[src/design/mcc_pkg.sv]
// package: register map, field positions and states of the mac control word block
package mcc_pkg;
   // register indices (dword offsets) and byte addresses
   localparam logic [7:0] REG_IDX_CONTROL = 8'h02;
   localparam logic [7:0] REG_IDX_PRIMARY_LO = 8'h03;
   localparam logic [7:0] REG_IDX_PRIMARY_HI = 8'h04;
   localparam logic [7:0] REG_IDX_SUPP_BASE = 8'h20;
   localparam logic [7:0] REG_IDX_STATUS = 8'h28;
   localparam logic [7:0] REG_IDX_PAUSE_QUANTA = 8'h29;
   localparam logic [7:0] REG_IDX_FRAMES_OK = 8'h2a;
   localparam logic [11:0] ADDR_CONTROL = 12'h008;
   localparam logic [11:0] ADDR_PRIMARY_LO = 12'h00c;
   localparam logic [11:0] ADDR_PRIMARY_HI = 12'h010;
   localparam logic [11:0] ADDR_SUPP_BASE = 12'h080;
   localparam logic [11:0] ADDR_SUPP_LAST = 12'h09c;
   localparam logic [11:0] ADDR_STATUS = 12'h0a0;
   localparam logic [11:0] ADDR_PAUSE_QUANTA = 12'h0a4;
   localparam logic [11:0] ADDR_FRAMES_OK = 12'h0a8;
   // control word field positions
   localparam int BIT_TX_ON = 0;
   localparam int BIT_RX_ON = 1;
   localparam int BIT_XON_REQ = 2;
   localparam int BIT_GIG_SEL = 3;
   localparam int BIT_ACCEPT_ALL = 4;
   localparam int BIT_PAD_STRIP = 5;
   localparam int BIT_KEEP_FCS = 6;
   localparam int BIT_PASS_PAUSE = 7;
   localparam int BIT_PAUSE_IGNORE = 8;
   localparam int BIT_REPLACE_SA = 9;
   localparam int BIT_HALF_DUPLEX = 10;
   localparam int BIT_SOFT_RESET = 13;
   localparam int BIT_SA_SEL_LO = 16;
   localparam int BIT_SA_SEL_HI = 18;
   // writable field mask, reserved bits read zero
   localparam logic [31:0] CONTROL_RW_MASK = 32'h0007_27ff;
   localparam logic [31:0] CONTROL_RESET = 32'h0000_0000;
   localparam logic [31:0] ZERO_WORD = 32'h0000_0000;
   // address select codes
   localparam logic [2:0] SA_SEL_PRIMARY = 3'h0;
   localparam logic SA_SEL_SUPP_FLAG = 1'b1;
   // frame constants
   localparam logic [15:0] PAUSE_QUANTA_ZERO = 16'h0000;
   localparam logic [15:0] PAUSE_QUANTA_RESET = 16'hffff;
   localparam logic [6:0] PAUSE_QUANTUM_CYCLES = 7'h40;
   localparam logic [31:0] SLVERR_DATA = 32'hdead_0bad;

   typedef enum logic [2:0] {
      SR_IDLE = 3'b001,
      SR_DRAIN = 3'b010,
      SR_CLEAN = 3'b100
   } mcc_sr_state_t;
endpackage

[src/design/mcc_control.sv]
// mac control word register and the frame steering it drives
//
// Register access over APB is this design's own decision.
`timescale 1ns/1ps
module mcc_control (
   // apb slave
   input wire logic pclk,
   input wire logic presetn,
   input wire logic psel,
   input wire logic penable,
   input wire logic pwrite,
   input wire logic [11:0] paddr,
   input wire logic [31:0] pwdata,
   output logic [31:0] prdata,
   output logic pready,
   output logic pslverr,
   // speed and duplex pins
   input wire logic gig_request,
   output logic gig_active,
   output logic half_duplex,
   // receive frame side (from line decoder)
   input wire logic rx_frame_end,
   input wire logic rx_frame_busy,
   input wire logic rx_da_match,
   input wire logic rx_is_pause,
   input wire logic [15:0] rx_pause_quanta,
   input wire logic rx_is_padded,
   output logic rx_deliver,
   output logic rx_strip_fcs,
   output logic rx_strip_pad,
   output logic rx_fifo_flush,
   // transmit frame side
   input wire logic tx_frame_busy,
   input wire logic tx_pause_sent,
   output logic tx_path_run,
   output logic rx_path_run,
   output logic tx_send_pause,
   output logic [15:0] tx_pause_quanta,
   output logic tx_replace_sa,
   output logic [47:0] tx_source_address,
   output logic stats_clear
);
   logic [31:0] ctrl_q;
   logic [47:0] primary_q;
   logic [31:0] supp_q [0:7];
   logic [31:0] frames_ok_q;
   logic xon_pending_q;
   logic stats_clear_q;
   logic rx_flush_q;
   logic gig_request_s;
   logic paused;
   logic pause_load;
   logic wr_en;
   logic rd_en;
   logic addr_ok;
   logic ctrl_wr;
   logic [2:0] sa_sel;
   logic rx_keep;
   logic [31:0] rd_word;
   mcc_pkg::mcc_sr_state_t sr_q;

   function automatic logic is_supp(input logic [11:0] a);
      is_supp = (a >= mcc_pkg::ADDR_SUPP_BASE) && (a <= mcc_pkg::ADDR_SUPP_LAST);
   endfunction

   function automatic logic [2:0] supp_idx(input logic [11:0] a);
      logic [11:0] d;
      d = a - mcc_pkg::ADDR_SUPP_BASE;
      supp_idx = d[4:2];
   endfunction

   function automatic logic addr_known(input logic [11:0] a);
      addr_known = (a == mcc_pkg::ADDR_CONTROL) || (a == mcc_pkg::ADDR_PRIMARY_LO) ||
         (a == mcc_pkg::ADDR_PRIMARY_HI) || is_supp(a) || (a == mcc_pkg::ADDR_STATUS) ||
         (a == mcc_pkg::ADDR_PAUSE_QUANTA) || (a == mcc_pkg::ADDR_FRAMES_OK);
   endfunction

   // ------------------------------------------------------------
   // pin input synchroniser
   // ------------------------------------------------------------
   mcc_sync u_gig_sync (
      .pclk(pclk),
      .presetn(presetn),
      .din(gig_request),
      .dout(gig_request_s)
   );

   // ------------------------------------------------------------
   // apb slave
   // ------------------------------------------------------------
   assign pready = 1'b1;
   assign addr_ok = addr_known(paddr) && (paddr[1:0] == 2'b00);
   assign pslverr = psel && penable && !addr_ok;
   assign wr_en = psel && penable && pwrite && addr_ok;
   assign rd_en = psel && !penable && !pwrite;
   assign ctrl_wr = wr_en && (paddr == mcc_pkg::ADDR_CONTROL);

   always_comb begin
      rd_word = mcc_pkg::SLVERR_DATA;
      if (paddr == mcc_pkg::ADDR_CONTROL) begin
         rd_word = ctrl_q;
      end else if (paddr == mcc_pkg::ADDR_PRIMARY_LO) begin
         rd_word = primary_q[31:0];
      end else if (paddr == mcc_pkg::ADDR_PRIMARY_HI) begin
         rd_word = {16'h0000, primary_q[47:32]};
      end else if (is_supp(paddr)) begin
         rd_word = supp_q[supp_idx(paddr)];
      end else if (paddr == mcc_pkg::ADDR_STATUS) begin
         rd_word = {27'h0000000, paused, sr_q != mcc_pkg::SR_IDLE, gig_active,
            tx_path_run, rx_path_run};
      end else if (paddr == mcc_pkg::ADDR_PAUSE_QUANTA) begin
         rd_word = {16'h0000, tx_pause_quanta};
      end else if (paddr == mcc_pkg::ADDR_FRAMES_OK) begin
         rd_word = frames_ok_q;
      end
   end

   always_ff @(posedge pclk or negedge presetn) begin
      if (!presetn) begin
         prdata <= mcc_pkg::ZERO_WORD;
      end else if (rd_en) begin
         prdata <= rd_word;
      end
   end

   // ------------------------------------------------------------
   // control word
   // ------------------------------------------------------------
   always_ff @(posedge pclk or negedge presetn) begin
      if (!presetn) begin
         ctrl_q <= mcc_pkg::CONTROL_RESET;
      end else if (sr_q == mcc_pkg::SR_CLEAN) begin
         ctrl_q[mcc_pkg::BIT_TX_ON] <= 1'b0;
         ctrl_q[mcc_pkg::BIT_RX_ON] <= 1'b0;
         ctrl_q[mcc_pkg::BIT_SOFT_RESET] <= 1'b0;
      end else if (ctrl_wr) begin
         ctrl_q <= pwdata & mcc_pkg::CONTROL_RW_MASK;
      end else if (tx_pause_sent && xon_pending_q) begin
         ctrl_q[mcc_pkg::BIT_XON_REQ] <= 1'b0;
      end
   end

   // ------------------------------------------------------------
   // address registers
   // ------------------------------------------------------------
   always_ff @(posedge pclk or negedge presetn) begin
      if (!presetn) begin
         primary_q <= 48'h0000_0000_0000;
      end else if (wr_en && (paddr == mcc_pkg::ADDR_PRIMARY_LO)) begin
         primary_q[31:0] <= pwdata;
      end else if (wr_en && (paddr == mcc_pkg::ADDR_PRIMARY_HI)) begin
         primary_q[47:32] <= pwdata[15:0];
      end
   end

   genvar gi;
   generate
      for (gi = 0; gi < 8; gi++) begin : g_supp
         always_ff @(posedge pclk or negedge presetn) begin
            if (!presetn) begin
               supp_q[gi] <= mcc_pkg::ZERO_WORD;
            end else if (wr_en && is_supp(paddr) && (supp_idx(paddr) == 3'(gi))) begin
               supp_q[gi] <= pwdata;
            end
         end
      end
   endgenerate

   // ------------------------------------------------------------
   // soft reset sequence
   // ------------------------------------------------------------
   always_ff @(posedge pclk or negedge presetn) begin
      if (!presetn) begin
         sr_q <= mcc_pkg::SR_IDLE;
      end else begin
         case (sr_q)
            mcc_pkg::SR_IDLE: begin
               if (ctrl_q[mcc_pkg::BIT_SOFT_RESET]) begin
                  sr_q <= mcc_pkg::SR_DRAIN;
               end
            end
            mcc_pkg::SR_DRAIN: begin
               if (!tx_frame_busy && !rx_frame_busy) begin
                  sr_q <= mcc_pkg::SR_CLEAN;
               end
            end
            mcc_pkg::SR_CLEAN: begin
               sr_q <= mcc_pkg::SR_IDLE;
            end
            default: begin
               sr_q <= mcc_pkg::SR_IDLE;
            end
         endcase
      end
   end

   always_ff @(posedge pclk or negedge presetn) begin
      if (!presetn) begin
         stats_clear_q <= 1'b0;
      end else begin
         stats_clear_q <= (sr_q == mcc_pkg::SR_CLEAN);
      end
   end

   always_ff @(posedge pclk or negedge presetn) begin
      if (!presetn) begin
         rx_flush_q <= 1'b0;
      end else begin
         rx_flush_q <= (sr_q == mcc_pkg::SR_CLEAN);
      end
   end
   assign stats_clear = stats_clear_q;
   assign rx_fifo_flush = rx_flush_q;

   // ------------------------------------------------------------
   // speed, duplex, path enables
   // ------------------------------------------------------------
   always_comb begin
      if (ctrl_q[mcc_pkg::BIT_GIG_SEL]) begin
         gig_active = 1'b1;
      end else begin
         gig_active = gig_request_s;
      end
   end

   always_comb begin
      if (ctrl_q[mcc_pkg::BIT_GIG_SEL]) begin
         half_duplex = 1'b0;
      end else begin
         half_duplex = ctrl_q[mcc_pkg::BIT_HALF_DUPLEX];
      end
   end

   assign tx_path_run = ctrl_q[mcc_pkg::BIT_TX_ON] && !paused;
   assign rx_path_run = ctrl_q[mcc_pkg::BIT_RX_ON];

   // ------------------------------------------------------------
   // pause handling
   // ------------------------------------------------------------
   always_comb begin
      pause_load = 1'b0;
      if (rx_frame_end && rx_path_run && rx_is_pause) begin
         pause_load = !ctrl_q[mcc_pkg::BIT_PAUSE_IGNORE];
      end
   end

   mcc_pause_timer u_pause (
      .pclk(pclk),
      .presetn(presetn),
      .load(pause_load),
      .quanta(rx_pause_quanta),
      .paused(paused)
   );

   // request held until the pause frame goes out; a new write wins over the clear
   always_ff @(posedge pclk or negedge presetn) begin
      if (!presetn) begin
         xon_pending_q <= 1'b0;
      end else if (sr_q == mcc_pkg::SR_CLEAN) begin
         xon_pending_q <= 1'b0;
      end else if (ctrl_wr && pwdata[mcc_pkg::BIT_XON_REQ]) begin
         xon_pending_q <= 1'b1;
      end else if (tx_pause_sent) begin
         xon_pending_q <= 1'b0;
      end
   end
   assign tx_send_pause = xon_pending_q && ctrl_q[mcc_pkg::BIT_TX_ON];
   assign tx_pause_quanta = mcc_pkg::PAUSE_QUANTA_ZERO;

   // ------------------------------------------------------------
   // receive steering
   // ------------------------------------------------------------
   always_comb begin
      rx_keep = 1'b0;
      if (rx_path_run) begin
         if (ctrl_q[mcc_pkg::BIT_ACCEPT_ALL]) begin
            rx_keep = 1'b1;
         end else if (rx_da_match) begin
            rx_keep = 1'b1;
         end
      end
      if (rx_is_pause && !ctrl_q[mcc_pkg::BIT_PASS_PAUSE]) begin
         rx_keep = 1'b0;
      end
   end

   assign rx_deliver = rx_keep;

   always_comb begin
      rx_strip_pad = 1'b0;
      rx_strip_fcs = !ctrl_q[mcc_pkg::BIT_KEEP_FCS];
      if (ctrl_q[mcc_pkg::BIT_PAD_STRIP] && rx_is_padded) begin
         rx_strip_pad = 1'b1;
         rx_strip_fcs = 1'b1;
      end
   end

   always_ff @(posedge pclk or negedge presetn) begin
      if (!presetn) begin
         frames_ok_q <= mcc_pkg::ZERO_WORD;
      end else if (stats_clear_q) begin
         frames_ok_q <= mcc_pkg::ZERO_WORD;
      end else if (rx_frame_end && rx_keep) begin
         frames_ok_q <= frames_ok_q + 32'h0000_0001;
      end
   end

   // ------------------------------------------------------------
   // transmit source address
   // ------------------------------------------------------------
   assign sa_sel = ctrl_q[mcc_pkg::BIT_SA_SEL_HI:mcc_pkg::BIT_SA_SEL_LO];
   assign tx_replace_sa = ctrl_q[mcc_pkg::BIT_REPLACE_SA];

   always_ff @(posedge pclk or negedge presetn) begin
      if (!presetn) begin
         tx_source_address <= 48'h0000_0000_0000;
      end else if (sa_sel[2] == mcc_pkg::SA_SEL_SUPP_FLAG) begin
         tx_source_address <= {supp_q[{sa_sel[1:0], 1'b1}][15:0],
            supp_q[{sa_sel[1:0], 1'b0}]};
      end else begin
         tx_source_address <= primary_q;
      end
   end
endmodule // mcc_control

[src/design/mcc_pause_timer.sv]
// pause quanta timer that holds off transmission
`timescale 1ns/1ps
module mcc_pause_timer (
   // clock and reset
   input wire logic pclk,
   input wire logic presetn,
   // load request
   input wire logic load,
   input wire logic [15:0] quanta,
   // state
   output logic paused
);
   logic [15:0] quanta_q;
   logic [6:0] sub_q;

   always_ff @(posedge pclk or negedge presetn) begin
      if (!presetn) begin
         quanta_q <= mcc_pkg::PAUSE_QUANTA_ZERO;
         sub_q <= 7'h00;
      end else if (load) begin
         quanta_q <= quanta;
         sub_q <= 7'h00;
      end else if (quanta_q != mcc_pkg::PAUSE_QUANTA_ZERO) begin
         if (sub_q == mcc_pkg::PAUSE_QUANTUM_CYCLES - 7'h01) begin
            sub_q <= 7'h00;
            quanta_q <= quanta_q - 16'h0001;
         end else begin
            sub_q <= sub_q + 7'h01;
         end
      end
   end

   assign paused = (quanta_q != mcc_pkg::PAUSE_QUANTA_ZERO);
endmodule // mcc_pause_timer

[src/design/mcc_sync.sv]
// two-flop synchroniser for pin inputs
`timescale 1ns/1ps
module mcc_sync (
   // clock and reset
   input wire logic pclk,
   input wire logic presetn,
   // level in and out
   input wire logic din,
   output logic dout
);
   logic meta_q;

   always_ff @(posedge pclk or negedge presetn) begin
      if (!presetn) begin
         meta_q <= 1'b0;
         dout <= 1'b0;
      end else begin
         meta_q <= din;
         dout <= meta_q;
      end
   end
endmodule // mcc_sync

[config.mk]
export PLATFORM = sky130hd
export DESIGN_NAME = mcc_control
export DESIGN_NICKNAME = d
export VERILOG_FILES = /design/src/design/mcc_pkg.sv /design/src/design/mcc_control.sv /design/src/design/mcc_pause_timer.sv /design/src/design/mcc_sync.sv
export SDC_FILE = /design/constraint.sdc
export NUM_CORES = 1
export LEC_CHECK = 0
export ABC_AREA = 0
export BUFFER_PORTS_ARGS = -buffer_cell sky130_fd_sc_hd__buf_2
export CORE_MARGIN = 2
export CORE_UTILIZATION = 60
export CTS_BUF_LIST = sky130_fd_sc_hd__clkbuf_4
export CTS_CLUSTER_SIZE = 12
export DETAILED_ROUTE_END_ITERATION = 7
export PLACE_DENSITY_LB_ADDON = 0.05
export SLEW_MARGIN = 15
export SYNTH_ARGS = -nofsm -noshare
export SYNTH_HDL_FRONTEND = slang
export SYNTH_SLANG_ARGS = --single-unit
export TNS_END_PERCENT = 1
[constraint.sdc]
create_clock -name pclk -period 3.6 [get_ports pclk]
set_clock_uncertainty 0.2 [all_clocks]
set_input_delay 0.72 -clock pclk [delete_from_list [all_inputs] [get_ports pclk]]
set_output_delay 0.72 -clock pclk [all_outputs]
set_load 0.02 [all_outputs]
==> results.md <==
- The run finished, with violations left.
- The final reports fail on DRC.
- The analysis attributes to net switching a power of 2539 uW.
- The number of slew-limit violations in the final report is 0.
- The initial utilization of the core area, before any placement, comes to 0.6101.
- The number of hold-slack violations in the final timing report came to 0.
- Of the post-synthesis cell area, the dominant cell type holds 0.5153.
- The netlist uses 70 different library cells.
- The number of global-route vias before repair is 16060.
- Setup violations remaining at the end of the flow were counted as 0.
- Dividing the detail-routed wire length by the instance count gives 25.29 um.
- Measured along the y axis, the die boundary spans 196.9 um.
- The number of antenna violations at the first check in global routing is 3.
- The worst-case vdd ir drop is 0.0004245 V.
- The share of total power in combinational logic is 0.057.
- The layout overhead on the synthesized area is 15.62%.
- The number of core rows is 70.
- The commonest cells after synthesis are sky130_fd_sc_hd__dfrtp_1, sky130_fd_sc_hd__mux2_2, sky130_fd_sc_hd__mux4_2.
- The fraction of the core area covered by cells at the end of the flow is 0.7054.
- The buffer levels on the longest clock path is 3.
- Setup total negative slack on the finished layout was measured at 0 ns.
- The worst register-to-register path begins at frames_ok_q[3]$_DFFE_PN0P_.
- Clock tree synthesis found a total of 461 sinks.
- The core region area is 36610 um^2.
- The cell-internal power is 7790 uW.
- TritonCTS created 117 clock buffers.
- The routed layout has 15766 vias.
- At the pin with the least slew margin, the transition time is 0.9680 ns.
- The number of cells on the worst hold path is 3.
- The worst setup path is captured at an output pin.
- The critical hold path startpoint is rx_frame_busy.
- The first global-routing pass estimated 96930 um of wire.
- The required time of the critical path is 2.68 ns.
- Wires add up to 62770 um.
- The detail-routed via count per cell is 6.352.
- In the global route stage, overall resource usage came out at 0.3339.
- The synthesized area per cell is 13.42 um^2.
- Across the whole layout, storage elements account for 11550 um^2.
- Max-cap violations in this run came to 0.
- After detailed placement, the total cell area comes to 24050 um^2.
- The internal reg-to-reg setup slack is 1.10 ns.
- The area of the die is 38790 um^2.
- The library cell contributing the largest single delay on the critical path is sky130_fd_sc_hd__or4_4.
- The H-tree generated during clock tree synthesis spans 3 levels.
- In this run the static leakage power is 0.01227 uW.
- The worst register-to-register path ends at frames_ok_q[30]$_DFFE_PN0P_.
- The most used flip-flop cell after synthesis is sky130_fd_sc_hd__dfrtp_1.
- The portion of total power attributed to sequential cells is 0.511.
- The clock period minus final worst setup slack is 3.460 ns.
- The portion of total power attributed to the clock network is 0.432.
- Of the cells placed in the final design, the portion with a size suffix greater than 1 is 0.4647.
- Among all cell types in the netlist, the one instantiated most often is sky130_fd_sc_hd__dfrtp_1.
- The sequential cell area fraction in the yosys report is 0.5165.
- Global routing finished with a remaining overflow of 0.
- The post-layout instance area is 25830 um^2.
- The cell area that synthesis handed to floorplanning was 22340 um^2.
- The final hold slack is 0.05434 ns.
- Broken down by cell family, the worst path's largest delay share belongs to simple AND/OR/NAND/NOR gates.
- The number of flip-flops and latches in the synthesized netlist is 461.
- The critical path buffer and inverter count is 2.
- The number of input and output port buffers inserted is 164.
- The relative slew slack is 0.3547.
- Counting cells, the worst reg-to-reg path comes to 5.
- The end point of the worst hold path is sr_q[1]$_DFFE_PN0P_.
- The number of warnings issued by yosys is 0.
- Timing would allow up to 289.1 MHz.
- After clock tree synthesis, the clock-pin slew on the worst setup and hold paths is 0.06 ns.
- The net count reported at finish is 2002.
- The detailed router's first-iteration violation count is 1370.
- The HPWL after detailed placement is 40600 um.
- The cell type contributing the most total cell area after synthesis is sky130_fd_sc_hd__dfrtp_1.
- The worst slack at placement is 0.2410 ns.
- The worst setup path is launched from a flop.
- The multi-input combinational cell area is 10270 um^2.
- The remaining routing DRC violations is 2.
- The proportion of synthesized flip-flops having asynchronous set or reset is 1.000.
- Measured along the x axis, the die boundary spans 196.9 um.
- The tree is rooted in a sky130_fd_sc_hd__clkbuf_4.
- The number of detailed-routing iterations run before antenna repair is 8.
- The number of routed nets with antenna violations is 0.
- The min-delay analysis places its worst path in the category input port to flop.
- Entering global routing, the biggest net connects 94 pins.
- In the post-synthesis netlist, the biggest area contributors are sky130_fd_sc_hd__dfrtp_1, sky130_fd_sc_hd__mux2_2, sky130_fd_sc_hd__mux4_2.
- Of the available clock period, the critical path in the final layout requires 0.9610.
- Setup repair after global routing left no endpoint under its margin.
- The clock insertion delay at the later pin of the skew report is 0.82 ns.
- The maximum single-stage delay on the critical path is 0.58 ns.
- In this run, synthesis inferred 0 flip-flops with an integrated enable.
- TritonCTS built the clock tree.
- Traced cell by cell, the critical path runs through or4_4, nor3_1, buf_4, and3_1, buf_2.
- The final weighted congestion of routability-driven global placement is 0.8968.
- The maximum fanout along the worst path is 7.
- Counting the fill cells in the layout gives 2634.
- The I/O pin count is 182.
- The gate count of the mapped netlist is 1664.
- The worst setup path is of the flop to output pin kind.
- Setup slack on the critical path of the routed design comes to 0.1404 ns.
- Dividing total power by cell area gives a power density of 399.9 nW/um^2.
- The signal arrival time at the worst endpoint is 2.54 ns.
- Of the total power, the share spent switching nets is 0.2458.
[cell usage in the layout (no fill, tap or decap), types with 8 or more instances in the layout]
master,Yosys,layout
sky130_fd_sc_hd__mux4_2,100,100
sky130_fd_sc_hd__o21ai_0,55,55
sky130_fd_sc_hd__a21oi_1,46,46
sky130_fd_sc_hd__conb_1,2,17
sky130_fd_sc_hd__clkbuf_4,0,177
sky130_fd_sc_hd__nand3_1,32,32
sky130_fd_sc_hd__o31ai_1,9,9
sky130_fd_sc_hd__mux2_4,8,8
sky130_fd_sc_hd__nand4_1,20,20
sky130_fd_sc_hd__mux2_2,375,375
sky130_fd_sc_hd__dfrtp_1,460,457
sky130_fd_sc_hd__xor2_1,33,33
sky130_fd_sc_hd__buf_4,19,55
sky130_fd_sc_hd__or3_1,8,8
sky130_fd_sc_hd__o211ai_1,8,8
sky130_fd_sc_hd__dlygate4sd3_1,0,27
sky130_fd_sc_hd__a221oi_1,9,9
sky130_fd_sc_hd__and3_1,14,14
sky130_fd_sc_hd__clkinv_1,0,24
sky130_fd_sc_hd__o22ai_1,10,10
sky130_fd_sc_hd__or4_1,11,10
sky130_fd_sc_hd__nor2_1,75,70
sky130_fd_sc_hd__buf_12,1,20
sky130_fd_sc_hd__mux2i_1,26,26
sky130_fd_sc_hd__nor4_1,15,10
sky130_fd_sc_hd__xnor2_1,9,9
sky130_fd_sc_hd__buf_2,38,160
sky130_fd_sc_hd__nand2_1,77,76
sky130_fd_sc_hd__and2_1,11,11
sky130_fd_sc_hd__nor3_1,12,9
[metrics by stage]
| stage | total power [uW] | cells |
|---|---|---|
| floorplan | 5627 | 1679 |
| finish | 10330 | 2482 |
| global route | 10750 | 2481 |
| CTS | 10420 | 2480 |
| global placement | 5931 | 2248 |
| detailed placement | 5940 | 2248 |
[power by group through the flow]
stage / logic [uW] / clock network [uW] / registers [uW]
global route: 645 / 4830 / 5280
detailed placement: 567 / 0 / 5370
global placement: 558 / 0 / 5370
floorplan: 236 / 0 / 5390
CTS: 590 / 4560 / 5280
finish: 590 / 4460 / 5280
[flip-flops by register name, indices dropped and copies added, names as in the netlist]
| register | cells |
|---|---|
| supp_q | 256 |
| primary_q | 48 |
| tx_source_address | 48 |
| frames_ok_q | 32 |
| prdata | 32 |
| u_pause.quanta_q | 16 |
| ctrl_q | 15 |
| u_pause.sub_q | 7 |
| sr_q | 3 |
| rx_fifo_flush | 1 |
| u_gig_sync.dout | 1 |
| u_gig_sync.meta_q | 1 |
| xon_pending_q | 1 |
[worst max-delay path by stage]
stage,startpoint,to,slack [ns],cells past startpoint
5_1_grt,u_pause.quanta_q[7]$_DFFE_PN0P_,tx_path_run,0.04,5
3_5_place_dp,paddr[9],ctrl_q[18]$_DFFE_PN0P_,0.24,7
2_1_floorplan,paddr[9],pslverr,0.20,6
6_report,u_pause.quanta_q[9]$_DFFE_PN0P_,tx_path_run,0.14,5
3_3_place_gp,paddr[9],ctrl_q[18]$_DFFE_PN0P_,0.28,7
4_1_cts,u_pause.quanta_q[7]$_DFFE_PN0P_,tx_path_run,0.03,5
[logic make-up after synthesis]
kind of cell | share of synthesized area
AOI/OAI and AO/OA | 0.05165
muxes | 0.3074
and+or+nand+nor | 0.07534
adders and majority gates | 0.001681
other | 0.0003362
xor gates and xnor gates | 0.01647
DFF | 0.5165
buffers and inverters | 0.03059
[cell type report]
class	count	share of cell area
sequential	461	0.4471
clock buffer	177	0.05145
antenna	2	0.0001938
clock inverter	28	0.006298
timing repair buffer	263	0.07354
tap	468	0.02267
multi-input combinational	1076	0.3978
inverter	7	0.001017
[worst register-to-register path: cells and delay by family (launching register included)]
family	cells	cell delay (ns)
compound gates	1	0.15
flops	1	0.45
simple gates	4	1.62
[per-layer routing]
| metal | track usage | routed length [um] | vias to the layer above |
|---|---|---|---|
| li1 | - | - | 6766 |
| met2 | 0.5099 | 29100 | 704 |
| met1 | 0.4879 | 27110 | 8163 |
| met3 | 0.06622 | 4889 | 129 |
| met5 | 0 | 18 | - |
| met4 | 0.1072 | 1645 | 4 |
[repair_timing]
item                                   4_1_cts  5_1_grt
endpoints found under the hold margin       97        0
buffers inserted                             0        0
resized for setup                            0        2
setup endpoints to repair                    0        1
hold buffers                                27        0
Power figures use the tool's default switching activity.
